## config.mk

```make
export PLATFORM = sky130hd
export DESIGN_NAME = far_exec
export DESIGN_NICKNAME = d
export VERILOG_FILES = /design/src/logic/far_exec_decode.v /design/src/logic/far_exec.v
export VERILOG_INCLUDE_DIRS = /design/src /design/src/logic
export SDC_FILE = /design/constraint.sdc
export NUM_CORES = 1
export LEC_CHECK = 0
export ABC_AREA = 1
export BUFFER_PORTS_ARGS = -buffer_cell sky130_fd_sc_hd__buf_2
export CELL_PAD_IN_SITES_DETAIL_PLACEMENT = 1
export CELL_PAD_IN_SITES_GLOBAL_PLACEMENT = 1
export CORE_MARGIN = 3
export CORE_UTILIZATION = 41
export DETAILED_ROUTE_END_ITERATION = 10
export PLACE_DENSITY_LB_ADDON = 0.1
export SYNTH_ARGS = -nofsm -noshare
export SYNTH_HDL_FRONTEND = slang
export SYNTH_SLANG_ARGS = --single-unit
```

## constraint.sdc

```tcl
create_clock -name sys_clk_i -period 3.94 [get_ports sys_clk_i]
set_clock_uncertainty 0.15 [all_clocks]
set_input_delay 0.394 -clock sys_clk_i [delete_from_list [all_inputs] [get_ports sys_clk_i]]
set_output_delay 0.394 -clock sys_clk_i [all_outputs]
set_load 0.1 [all_outputs]
```

## src/logic/far_exec_regs.vh

```
// Constants for the far branch / increment execution unit
`ifndef FAR_EXEC_REGS_VH
`define FAR_EXEC_REGS_VH
// Opcode bytes (second byte after escape where binary mode needs it)
`define OP_ESCAPE        8'ha5
`define OP_FAR_CALL_IMM  8'h9a
`define OP_FAR_CALL_IND  8'h99
`define OP_FAR_JUMP_IMM  8'h8a
`define OP_FAR_JUMP_IND  8'h89
`define OP_FAR_RETURN    8'haa
`define OP_INC_SHORT     8'h0b
`define OP_INC_PTR       8'ha3
`define OP_BIT_ONE       8'h20
`define OP_BIT_CLEAR     8'h10
`define OP_ON_CARRY      8'h40
// Operation codes on the decoded op port
`define XOP_NONE         4'h0
`define XOP_FAR_CALL     4'h1
`define XOP_FAR_JUMP     4'h2
`define XOP_FAR_RETURN   4'h3
`define XOP_INC_BYTE     4'h4
`define XOP_INC_SHORT    4'h5
`define XOP_INC_PTR      4'h6
`define XOP_BIT_ONE      4'h7
`define XOP_BIT_CLEAR    4'h8
`define XOP_ON_CARRY     4'h9
// Field positions of the short-immediate second byte
`define SHORT_SIZE_LSB   2
`define SHORT_AMT_LSB    0
// Sizes of the short operand
`define SIZE_BYTE        2'h0
`define SIZE_WORD        2'h1
`define SIZE_DWORD       2'h3
// PC advance for each branch length
`define PC_ADV_CALL      24'h000004
`define PC_ADV_BIT       24'h000003
`define PC_ADV_CARRY     24'h000002
// Stack bytes in a far call or return
`define STACK_BYTES      2'h3
// Reset values
`define PC_RESET         24'hff0000
`define SP_RESET         16'h0007
`endif

```

## src/logic/far_exec_decode.v

```verilog
// Opcode decoder with escape-prefix handling
`timescale 1ns/100ps
`default_nettype none
module far_exec_decode (
   input  wire       source_mode_i,
   input  wire [7:0] byte0_i,
   input  wire [7:0] byte1_i,
   output reg  [3:0] xop_o,
   output reg        indirect_o,
   output wire       escaped_o
);
`include "far_exec_regs.vh"
   wire       esc = (byte0_i == `OP_ESCAPE);
   // Extended opcodes need the escape in binary mode only
   wire [7:0] code = (!source_mode_i && esc) ? byte1_i : byte0_i;
   wire       ext_ok = source_mode_i ? !esc : esc;
   assign escaped_o = !source_mode_i && esc;

   always @* begin
      xop_o      = `XOP_NONE;
      indirect_o = 1'b0;
      case (code)
         `OP_FAR_CALL_IMM: if (ext_ok) xop_o = `XOP_FAR_CALL;
         `OP_FAR_CALL_IND: if (ext_ok) begin
            xop_o      = `XOP_FAR_CALL;
            indirect_o = 1'b1;
         end
         `OP_FAR_JUMP_IMM: if (ext_ok) xop_o = `XOP_FAR_JUMP;
         `OP_FAR_JUMP_IND: if (ext_ok) begin
            xop_o      = `XOP_FAR_JUMP;
            indirect_o = 1'b1;
         end
         `OP_FAR_RETURN:   if (ext_ok) xop_o = `XOP_FAR_RETURN;
         `OP_INC_SHORT:    if (ext_ok) xop_o = `XOP_INC_SHORT;
         `OP_INC_PTR:      xop_o = `XOP_INC_PTR;
         `OP_BIT_ONE:      xop_o = `XOP_BIT_ONE;
         `OP_BIT_CLEAR:    xop_o = `XOP_BIT_CLEAR;
         `OP_ON_CARRY:     xop_o = `XOP_ON_CARRY;
         default:          xop_o = `XOP_NONE;
      endcase
   end
endmodule // far_exec_decode
`default_nettype wire

```

## src/logic/far_exec.v

```verilog
// Execution unit for far branches, increments and bit branches
`timescale 1ns/100ps
`default_nettype none
module far_exec #(
   parameter PC_W = 24,
   parameter SP_W = 16
) (
   input  wire            sys_clk_i,
   input  wire            rst_b_i,
   input  wire            start_i,
   input  wire            source_mode_i,
   input  wire [7:0]      byte0_i,
   input  wire [7:0]      byte1_i,
   input  wire [7:0]      byte2_i,
   input  wire [7:0]      byte3_i,
   input  wire [7:0]      byte4_i,
   input  wire            inc_byte_i,
   input  wire            operand_is_port_i,
   input  wire [7:0]      byte_operand_i,
   input  wire [7:0]      port_latch_i,
   input  wire [31:0]     reg_operand_i,
   input  wire [31:0]     dword_register_i,
   input  wire [7:0]      stack_rdata_i,
   input  wire            bit_value_i,
   input  wire            bit_is_port_i,
   input  wire            port_latch_bit_i,
   input  wire            carry_flag_i,
   input  wire [15:0]     data_pointer_i,
   output reg             busy_o,
   output reg             done_o,
   output reg  [PC_W-1:0] pc_o,
   output reg  [SP_W-1:0] sp_o,
   output reg             stack_we_o,
   output reg  [SP_W-1:0] stack_addr_o,
   output reg  [7:0]      stack_wdata_o,
   output reg  [31:0]     result_o,
   output reg             result_we_o,
   output reg             flags_we_o,
   output reg             neg_flag_o,
   output reg             zero_flag_o,
   output reg             bit_clear_o,
   output reg  [15:0]     data_pointer_o,
   output reg             data_pointer_we_o,
   output wire            illegal_o
);
`include "far_exec_regs.vh"
   //------------------------------------------------------------
   // Decode
   //------------------------------------------------------------
   wire [3:0] xop;
   wire       indirect;
   wire       escaped;
   far_exec_decode u_decode (
      .source_mode_i (source_mode_i),
      .byte0_i       (byte0_i),
      .byte1_i       (byte1_i),
      .xop_o         (xop),
      .indirect_o    (indirect),
      .escaped_o     (escaped)
   );
   assign illegal_o = start_i && !inc_byte_i && (xop == `XOP_NONE);

   // Operand bytes shift by one when an escape precedes the opcode
   wire [7:0] op1 = escaped ? byte2_i : byte1_i;
   wire [7:0] op2 = escaped ? byte3_i : byte2_i;
   wire [7:0] op3 = escaped ? byte4_i : byte3_i;
   wire [PC_W-1:0] imm_target = {op1, op2, op3};
   wire [PC_W-1:0] far_target = indirect ? dword_register_i[PC_W-1:0]
                                         : imm_target;
   wire [PC_W-1:0] ret_addr   = pc_o + `PC_ADV_CALL;

   //------------------------------------------------------------
   // Sequencer states
   //------------------------------------------------------------
   localparam [3:0] ST_IDLE = 4'b0001;
   localparam [3:0] ST_PUSH = 4'b0010;
   localparam [3:0] ST_POP  = 4'b0100;
   localparam [3:0] ST_DONE = 4'b1000;

   reg [3:0]      state_r;
   reg [1:0]      cnt_r;
   reg [PC_W-1:0] target_r;
   reg [PC_W-1:0] ret_r;

   // Short increment amount 1, 2 or 4 and operand size
   wire [1:0]  amt_fld = op1[`SHORT_AMT_LSB +: 2];
   wire [1:0]  size    = op1[`SHORT_SIZE_LSB +: 2];
   wire [31:0] amount  = (amt_fld == 2'h0) ? 32'h00000001 :
                         (amt_fld == 2'h1) ? 32'h00000002 : 32'h00000004;
   wire [31:0] short_sum = reg_operand_i + amount;
   reg  [31:0] short_res;
   reg         short_neg;
   always @* begin
      short_res = short_sum;
      short_neg = short_sum[31];
      case (size)
         `SIZE_BYTE: begin
            short_res = {24'h000000, short_sum[7:0]};
            short_neg = short_sum[7];
         end
         `SIZE_WORD: begin
            short_res = {16'h0000, short_sum[15:0]};
            short_neg = short_sum[15];
         end
         default: begin
            short_res = short_sum;
            short_neg = short_sum[31];
         end
      endcase
   end

   // Byte increment source: output latch when operand is a port
   wire [7:0] byte_src = operand_is_port_i ? port_latch_i : byte_operand_i;
   wire [7:0] byte_sum = byte_src + 8'h01;
   wire [15:0] dp_sum  = data_pointer_i + 16'h0001;
   wire        bit_now = bit_is_port_i ? port_latch_bit_i : bit_value_i;
   wire [PC_W-1:0] rel_bit = {{(PC_W-8){op2[7]}}, op2};
   wire [PC_W-1:0] rel_cy  = {{(PC_W-8){op1[7]}}, op1};

   //------------------------------------------------------------
   // Execution
   //------------------------------------------------------------
   always @(posedge sys_clk_i or negedge rst_b_i) begin
      if (!rst_b_i) begin
         state_r           <= ST_IDLE;
         cnt_r             <= 2'h0;
         target_r          <= {PC_W{1'b0}};
         ret_r             <= {PC_W{1'b0}};
         busy_o            <= 1'b0;
         done_o            <= 1'b0;
         pc_o              <= `PC_RESET;
         sp_o              <= `SP_RESET;
         stack_we_o        <= 1'b0;
         stack_addr_o      <= {SP_W{1'b0}};
         stack_wdata_o     <= 8'h00;
         result_o          <= 32'h00000000;
         result_we_o       <= 1'b0;
         flags_we_o        <= 1'b0;
         neg_flag_o        <= 1'b0;
         zero_flag_o       <= 1'b0;
         bit_clear_o       <= 1'b0;
         data_pointer_o    <= 16'h0000;
         data_pointer_we_o <= 1'b0;
      end else begin
         done_o            <= 1'b0;
         stack_we_o        <= 1'b0;
         result_we_o       <= 1'b0;
         flags_we_o        <= 1'b0;
         bit_clear_o       <= 1'b0;
         data_pointer_we_o <= 1'b0;
         case (state_r)
            ST_IDLE: begin
               if (start_i && inc_byte_i) begin
                  result_o    <= {24'h000000, byte_sum};
                  result_we_o <= 1'b1;
                  flags_we_o  <= 1'b1;
                  neg_flag_o  <= byte_sum[7];
                  zero_flag_o <= (byte_sum == 8'h00);
                  done_o      <= 1'b1;
               end else if (start_i) begin
                  case (xop)
                     `XOP_FAR_CALL: begin
                        target_r     <= far_target;
                        ret_r        <= ret_addr;
                        busy_o       <= 1'b1;
                        cnt_r        <= 2'h0;
                        state_r      <= ST_PUSH;
                     end
                     `XOP_FAR_JUMP: begin
                        pc_o   <= far_target;
                        done_o <= 1'b1;
                     end
                     `XOP_FAR_RETURN: begin
                        stack_addr_o <= sp_o;
                        busy_o       <= 1'b1;
                        cnt_r        <= 2'h0;
                        state_r      <= ST_POP;
                     end
                     `XOP_INC_SHORT: begin
                        result_o    <= short_res;
                        result_we_o <= 1'b1;
                        flags_we_o  <= 1'b1;
                        neg_flag_o  <= short_neg;
                        zero_flag_o <= (short_res == 32'h00000000);
                        done_o      <= 1'b1;
                     end
                     `XOP_INC_PTR: begin
                        data_pointer_o    <= dp_sum;
                        data_pointer_we_o <= 1'b1;
                        flags_we_o        <= 1'b1;
                        neg_flag_o        <= dp_sum[15];
                        zero_flag_o       <= (dp_sum == 16'h0000);
                        done_o            <= 1'b1;
                     end
                     `XOP_BIT_ONE: begin
                        pc_o   <= pc_o + `PC_ADV_BIT
                                  + (bit_value_i ? rel_bit : {PC_W{1'b0}});
                        done_o <= 1'b1;
                     end
                     `XOP_BIT_CLEAR: begin
                        pc_o        <= pc_o + `PC_ADV_BIT
                                       + (bit_now ? rel_bit : {PC_W{1'b0}});
                        bit_clear_o <= bit_now;
                        done_o      <= 1'b1;
                     end
                     `XOP_ON_CARRY: begin
                        pc_o   <= pc_o + `PC_ADV_CARRY
                                  + (carry_flag_i ? rel_cy : {PC_W{1'b0}});
                        done_o <= 1'b1;
                     end
                     default: done_o <= 1'b0;
                  endcase
               end
            end
            ST_PUSH: begin
               // High byte first, SP pre-incremented per byte
               stack_we_o    <= 1'b1;
               stack_addr_o  <= sp_o + 16'h0001;
               sp_o          <= sp_o + 16'h0001;
               stack_wdata_o <= (cnt_r == 2'h0) ? ret_r[23:16] :
                                (cnt_r == 2'h1) ? ret_r[15:8] : ret_r[7:0];
               cnt_r         <= cnt_r + 2'h1;
               if (cnt_r == `STACK_BYTES - 2'h1) begin
                  pc_o    <= target_r;
                  state_r <= ST_DONE;
               end
            end
            ST_POP: begin
               // Read data for the address set last cycle: low byte first
               case (cnt_r)
                  2'h0:    pc_o[7:0]   <= stack_rdata_i;
                  2'h1:    pc_o[15:8]  <= stack_rdata_i;
                  default: pc_o[23:16] <= stack_rdata_i;
               endcase
               sp_o         <= sp_o - 16'h0001;
               stack_addr_o <= sp_o - 16'h0001;
               cnt_r        <= cnt_r + 2'h1;
               if (cnt_r == `STACK_BYTES - 2'h1)
                  state_r <= ST_DONE;
            end
            ST_DONE: begin
               busy_o  <= 1'b0;
               done_o  <= 1'b1;
               state_r <= ST_IDLE;
            end
            default: state_r <= ST_IDLE;
         endcase
      end
   end
endmodule // far_exec
`default_nettype wire

```

==> run_results.csv, run 1 <==
group,metric,value,unit
power_and_ir_drop,p_sw,5.43,mW
logic_synthesis,synth_cell_types,62,
floorplanning,die_height,196,um
logic_synthesis,synth_top_area_share,27.7,%
grt,grt-ovfl-total,0,
floorplanning,io_pins,276,
power_and_ir_drop,power.internal,5.25,mW
critical_path,cp_slowest_cell,"ha_1",
clocking,numCtsBuffers,17,
timing,holdWs,0.0315,ns
floorplanning,start_util,42.2,%
timing,tightest_slew,0.793,ns
logic_synthesis,syn_nets,2372,
detailed_routing,vias,17395,
critical_path,reg2reg_slack,0.30,ns
timing,period_needed,4.11,ns
critical_path,critPathMostFrequentCell,"buf_4",
critical_path,crit_path_start_kind,"input pin",
critical_path,cp_max_fo,12,
logic_synthesis,syn_area_per_cell,6.91,sq um
timing,fin_crit_sh,104,%
layout,drive_above_1_share,32.4,%
floorplanning,rows,68,
critical_path,critPathBufInv,9,
clocking,cts_root_buf,"clkbuf_16",
power_and_ir_drop,powerDensity,530,nW/um^2
logic_synthesis,yosys-top-cells-count,"570 x nand2_1, 225 x inv_1, 200 x nor2_1, 164 x o21ai_0, 163 x dfrtp_1",
power_and_ir_drop,ir_drop,0.407,mV
detailed_routing,wl_per_cell,21.9,um
clocking,path_clk_slew,0.07,ns
clocking,clk_latency,0.45,ns
logic_synthesis,yosysMostFrequentCell,"nand2_1",
floorplanning,die_area,38300,sq um
critical_path,critPathCaptureType,"register",
power_and_ir_drop,power,10.7,mW
timing,slew_headroom,46.8,%
power_and_ir_drop,clockPowerShare,17.4,%
power_and_ir_drop,pwr-share-seq,20.6,%
critical_path,critPathMaxStageDelay,0.34,ns
logic_synthesis,synth.area.top_cells,"dfrtp_1 28%, nand2_1 15%, ha_1 6.8%, inv_1 5.7%, o21ai_0 5.6%",
logic_synthesis,synth_edf_count,0,
logic_synthesis,synth_top_flop_cell,"dfrtp_1",
timing,setup_ws,-0.173,ns
placed_design,dp_slack,-0.748,ns
clocking,cts_tree,"built",
detailed_routing,drt-pass1-iter-count,5,
clocking,clk_path_buf_depth,2,
logic_synthesis,syn_inst,2135,
logic_synthesis,yosys_register_bits,175,
grt,grt_usage,34.1,%
placed_design,dp_hpwl,54500,um
grt,grt_pass1_vias,17939,
floorplanning,die-width,196,um
outcome,status,"finished, violations left",
clocking,clock_sinks,175,
logic_synthesis,ys_warn_count,0,
placed_design,dp.cells,3068,
detailed_routing,drtIter0Drc,1189,
logic_synthesis,syn_area,14700,sq um
grt,grt_start_max_net_pins,84,
detailed_routing,wirelength,68300,um
power_and_ir_drop,comb_power_share,62.1,%
layout,fin_nets,2892,
grt,antenna_found_initial,5,
critical_path,critical_path_class,"input pin to register",
layout,area_growth_syn_to_layout,36.8,%
floorplanning,core_area,35000,sq um
detailed_routing,drcViolationCount,0,
grt,grt_pass1_wl,103000,um
timing,hold_violations,0,
critical_path,required,4.17,ns
timing,max_freq,243,MHz
clocking,htree_levels,4,
timing,rsz0062_at_grt,"yes",
placed_design,gp_congestion,0.969,
logic_synthesis,yosysTopAreaCell,"dfrtp_1",
min_path,hold_class,"input pin to register",
critical_path,crit_family,"buffers and inverters",
outcome,violations,"setup timing",
timing,finalSetupViolCount,15,
job,maxCapViolations,0,
power_and_ir_drop,switching_share,50.9,%
layout,fin_cells,3124,
power_and_ir_drop,leakagePower,10.5,nW
detailed_routing,viasPerCell,5.57,
logic_synthesis,postSynth.asyncResetShare,100,%
logic_synthesis,yosysSeqAreaShare,29.8,%
critical_path,arrival,4.34,ns
timing,report.final.slew_viol_count,0,
detailed_routing,final_antenna_net_count,0,
placed_design,port_buffers,267,
## repair_timing
action	CTS	global route
hold buffers	1	0
hold endpoints to repair	68	0
gates cloned	0	1
buffers inserted	6	16
endpoints found under the setup margin	18	19
gates resized for setup	19	166
pin swaps	1	55
## path summary, 6_finish.rpt
kind | startpoint | depth (start not counted) | end
max | byte0_i[1] | 26 | pc_o[16]$_DFFE_PN1P_
min | data_pointer_i[0] | 2 | data_pointer_o[0]$_DFFE_PN0P_
max reg2reg | pc_o[9]$_DFFE_PN0P_ | 19 | pc_o[23]$_DFFE_PN1P_
min reg2reg | target_r[0]$_DFFE_PN0P_ | 2 | target_r[0]$_DFFE_PN0P_
max in group asynchronous | rst_b_i | 3 | stack_addr_o[3]$_DFFE_PN0P_
min in group asynchronous | rst_b_i | 2 | target_r[20]$_DFFE_PN0P_
## stage by stage
stage,TNS (ns),area [sq um],util (%)
CTS,0,19300,55.2
global route,-5.63,20200,57.7
floorplan,-0.0576,14800,-
detailed placement,-12.71,18500,53.0
finish,-1.24,20200,57.7
global placement,-7.42,18500,53.0
## power groups by stage
stage                     clock network (mW)  logic [mW]  registers (mW)
after global routing                    1.95        7.07            2.22
final                                   1.85        6.63            2.20
after CTS                               1.88        5.93            2.19
after detailed placement                   0        5.82            2.22
after global placement                     0        5.70            2.21
after floorplan                            0        2.44            3.19
## worst reg2reg max path: cells and delay by family (launching register included)
family,cells,cell delay [ns]
simple gates,14,2.34
buf+inv,2,0.16
xor+xnor,1,0.14
flops,1,0.38
compound gates,1,0.12
fa+ha+maj,1,0.30
## sequential cells by signal, summed over array words and instances, names as in the netlist, 8 cells and up
register and cells:
result_o 32, pc_o 24, ret_r 24, target_r 24, data_pointer_o 16, sp_o 16
stack_addr_o 16, stack_wdata_o 8
## final cells by class
| class | instances | area [sq um] |
|---|---|---|
| Antenna cell | 1 | 2.50 |
| Clock buffer | 17 | 425 |
| Clock inverter | 15 | 191 |
| Fill cell | 4605 | 14800 |
| Inverter | 234 | 888 |
| Multi-Input combinational cell | 1667 | 10000 |
| Sequential cell | 175 | 4390 |
| Tap cell | 455 | 569 |
| Timing Repair Buffer | 560 | 3680 |
## cell usage in the layout (no fill, tap or decap), drive strengths merged, types with 5 or more instances in the layout
cell type,count
a21boi,9
a21o,6
a21oi,92
a31oi,19
buf,557
clkbuf,19
clkinv,8
dfrtp,163
dfstp,12
ha,80
inv,238
mux2,17
mux2i,5
nand2,605
nand3,145
nand3b,11
nand4,32
nor2,213
nor3,41
nor4,19
o211ai,12
o21a,5
o21ai,196
o21bai,8
o221ai,11
o22ai,5
or2,23
or3,6
xnor2,18
xor2,72
## cells by family after synthesis
| kind of cell | after synthesis | share of synthesized area, % |
|---|---|---|
| AOI/OAI and AO/OA | 373 | 14.4 |
| xor gates and xnor gates | 90 | 5.35 |
| adders and majority gates | 83 | 7.20 |
| buffers and inverters | 293 | 8.10 |
| DFF | 175 | 29.8 |
| muxes | 22 | 1.64 |
| and+or+nand+nor | 1099 | 33.5 |
## metal layers
metal	GRT usage [%]	share of wire [%]	vias up	routed length, um
li1	-	-	8085	-
met2	57.2	48	602	32800
met3	5.23	6.5	96	4470
met4	8.42	2.4	8	1610
met1	46.2	43	8604	29300
met5	0	0.070	-	48
No activity file was read; power rests on OpenSTA's default activity.
==> inputs of run 2 (changes only) <==
CORE_ASPECT_RATIO = 1.4   (was default)
==> run 2 against run 1 <==
Effect of this change: utilization down 0.66 points; via count fell by 1.4%; worst hold slack improved by 0.043 ns; register-to-register slack lost 0.12 ns; the run still ends with setup timing left; sequential power is 2% higher; clock power down 5%; final cell count increased by 0.45%; largest power group unchanged; combinational power down 0.8%.
==> run_results.csv, run 2 (synthesis gave the netlist of run 1 again) <==
group,metric,value,unit
grt,grt_start_max_net_pins,90,
layout,postLayoutCoreUtil,57.0,%
critical_path,critPathMaxStageDelay,0.35,ns
min_path,worstHoldStart,"start_i",
clocking,cts_tree,"built",
layout,drive_above_1_share,31.5,%
critical_path,critPathCaptureType,"register",
placed_design,port_buffers,267,
critical_path,arrival,4.22,ns
clocking,path_clk_slew,0.09,ns
grt,antenna_found_initial,21,
clocking,clk_latency,0.47,ns
layout,fin_nets,2893,
clocking,htree_levels,4,
timing,fin_crit_sh,101,%
critical_path,crit_path_start_kind,"input pin",
timing,setup_ws,-0.0346,ns
floorplanning,die_area,38300,sq um
layout,multi_input_area,9900,sq um
layout,area_growth_syn_to_layout,36.0,%
clocking,clk_path_buf_depth,2,
timing,hold_violations,0,
grt,use_met1,34.8,%
detailed_routing,final_antenna_net_count,0,
detailed_routing,vias,17150,
detailed_routing,drtIter0Drc,869,
outcome,violations,"setup timing",
critical_path,cp_max_fo,7,
floorplanning,io_pins,276,
power_and_ir_drop,power,10.6,mW
timing,holdWs,0.0743,ns
layout,layout_common_cells,"544 x nand2_1, 284 x buf_4, 263 x buf_2",
detailed_routing,wl_per_cell,21.4,um
critical_path,r2r_start,"pc_o[2]$_DFFE_PN0P_",
layout,final_common_cell,"nand2_1",
layout,fillers,4697,
detailed_routing,drt-pass1-iter-count,5,
placed_design,dp_hpwl,53600,um
grt,grt_use_met2,61.5,%
detailed_routing,drcViolationCount,0,
timing,rsz0062_at_grt,"yes",
detailed_routing,viasPerCell,5.47,
layout,max_flop_register,"result_o",
job,maxCapViolations,0,
power_and_ir_drop,ir_drop,0.602,mV
grt,grt_usage,33.4,%
timing,report.final.slew_viol_count,0,
timing,fin_setup_tns,-0.0389,ns
layout,largest_reg_flops,32,
outcome,status,"finished, violations left",
grt,grt-busiest-layer,"met2",
placed_design,dp_slack,-0.700,ns
floorplanning,rows,81,
critical_path,critical_path_class,"input pin to register",
critical_path,critPathMostFrequentCell,"nand2_4",
floorplanning,die-width,166,um
grt,grt-ovfl-total,0,
timing,period_needed,3.97,ns
power_and_ir_drop,leakagePower,10.6,nW
timing,tightest_slew,0.916,ns
critical_path,critPathLaunch,"byte0_i[3]",
min_path,hold_class,"input pin to register",
grt,use_met3,7.25,%
critical_path,cp_slowest_cell,"fa_2",
clocking,clock_sinks,175,
timing,max_freq,252,MHz
layout,final-seq-area,4390,sq um
floorplanning,die_height,230,um
timing,slew_headroom,38.8,%
detailed_routing,wirelength,67100,um
critical_path,required,4.19,ns
clocking,numCtsBuffers,17,
placed_design,gp_congestion,0.945,
floorplanning,start_util,41.9,%
floorplanning,core_area,35200,sq um
timing,finalSetupViolCount,2,
clocking,cts_root_buf,"clkbuf_16",
power_and_ir_drop,powerDensity,529,nW/um^2
grt,grt_pass1_wl,99800,um
grt,grt_pass1_vias,18125,
## run 2: cell count changes in the layout (fill, tap and decap cells not counted), sizes merged
cell,delta
inv,+4
clkbuf,+1
bufinv,-1
clkinv,-3
dlygate4sd3,+1
diode,+12
clkinvlp,-1
## run 2: critical path, delay by kind of cell
| kind | cells | cell delay, ns |
|---|---|---|
| adder cells (fa/ha/maj) | 3 | 0.81 |
| AND/OR/NAND/NOR | 21 | 2.01 |
| AO/OA/AOI/OAI | 2 | 0.29 |
| buffers and inverters | 8 | 0.69 |
## run 2: power by group
group          switching [mW]  total, mW  internal [mW]
clock                   0.907       1.76          0.857
combinational            4.21       6.58           2.37
sequential              0.253       2.25           1.99
total                    5.37       10.6           5.22
## run 2: final timing paths
check	end	slack (ns)	cells past startpoint
max in group asynchronous	result_o[15]$_DFFE_PN0P_	2.14	3
hold reg to reg	data_pointer_o[1]$_DFFE_PN0P_	0.32	2
min in group asynchronous	bit_clear_o$_DFF_PN0_	0.40	2
setup reg to reg	pc_o[19]$_DFFE_PN1P_	0.18	18
hold / removal	done_o$_DFF_PN0_	0.07	3
setup / recovery	pc_o[20]$_DFFE_PN1P_	-0.03	34
## run 2: layout make-up
class / count / share of cell area [%]
timing repair buffer: 561 / 18.3
clock buffer: 18 / 2.14
clock inverter: 14 / 0.793
tap: 456 / 2.85
inverter: 234 / 4.42
sequential: 175 / 21.9
multi-input combinational: 1667 / 49.4
antenna: 13 / 0.162
## run 2: repair_timing
item                       CTS  global route
hold endpoints to repair    78             0
resized for setup           13           143
hold buffers                 2             0
cloned                       0             1
setup endpoints to repair   16            22
pin swaps                    1            38
setup buffers                4            13
## run 2: routing by layer
metal,vias up,wire (um)
met4,20,4510
met2,530,34700
met5,-,134
met3,195,3670
met1,8306,24100
li1,8099,-
## run 2: through the flow
step	area, sq um	instances
after floorplan	14800	2135
after global placement	18600	3073
after detailed placement	18600	3073
after CTS	19300	3111
after global routing	20000	3134
final	20000	3138
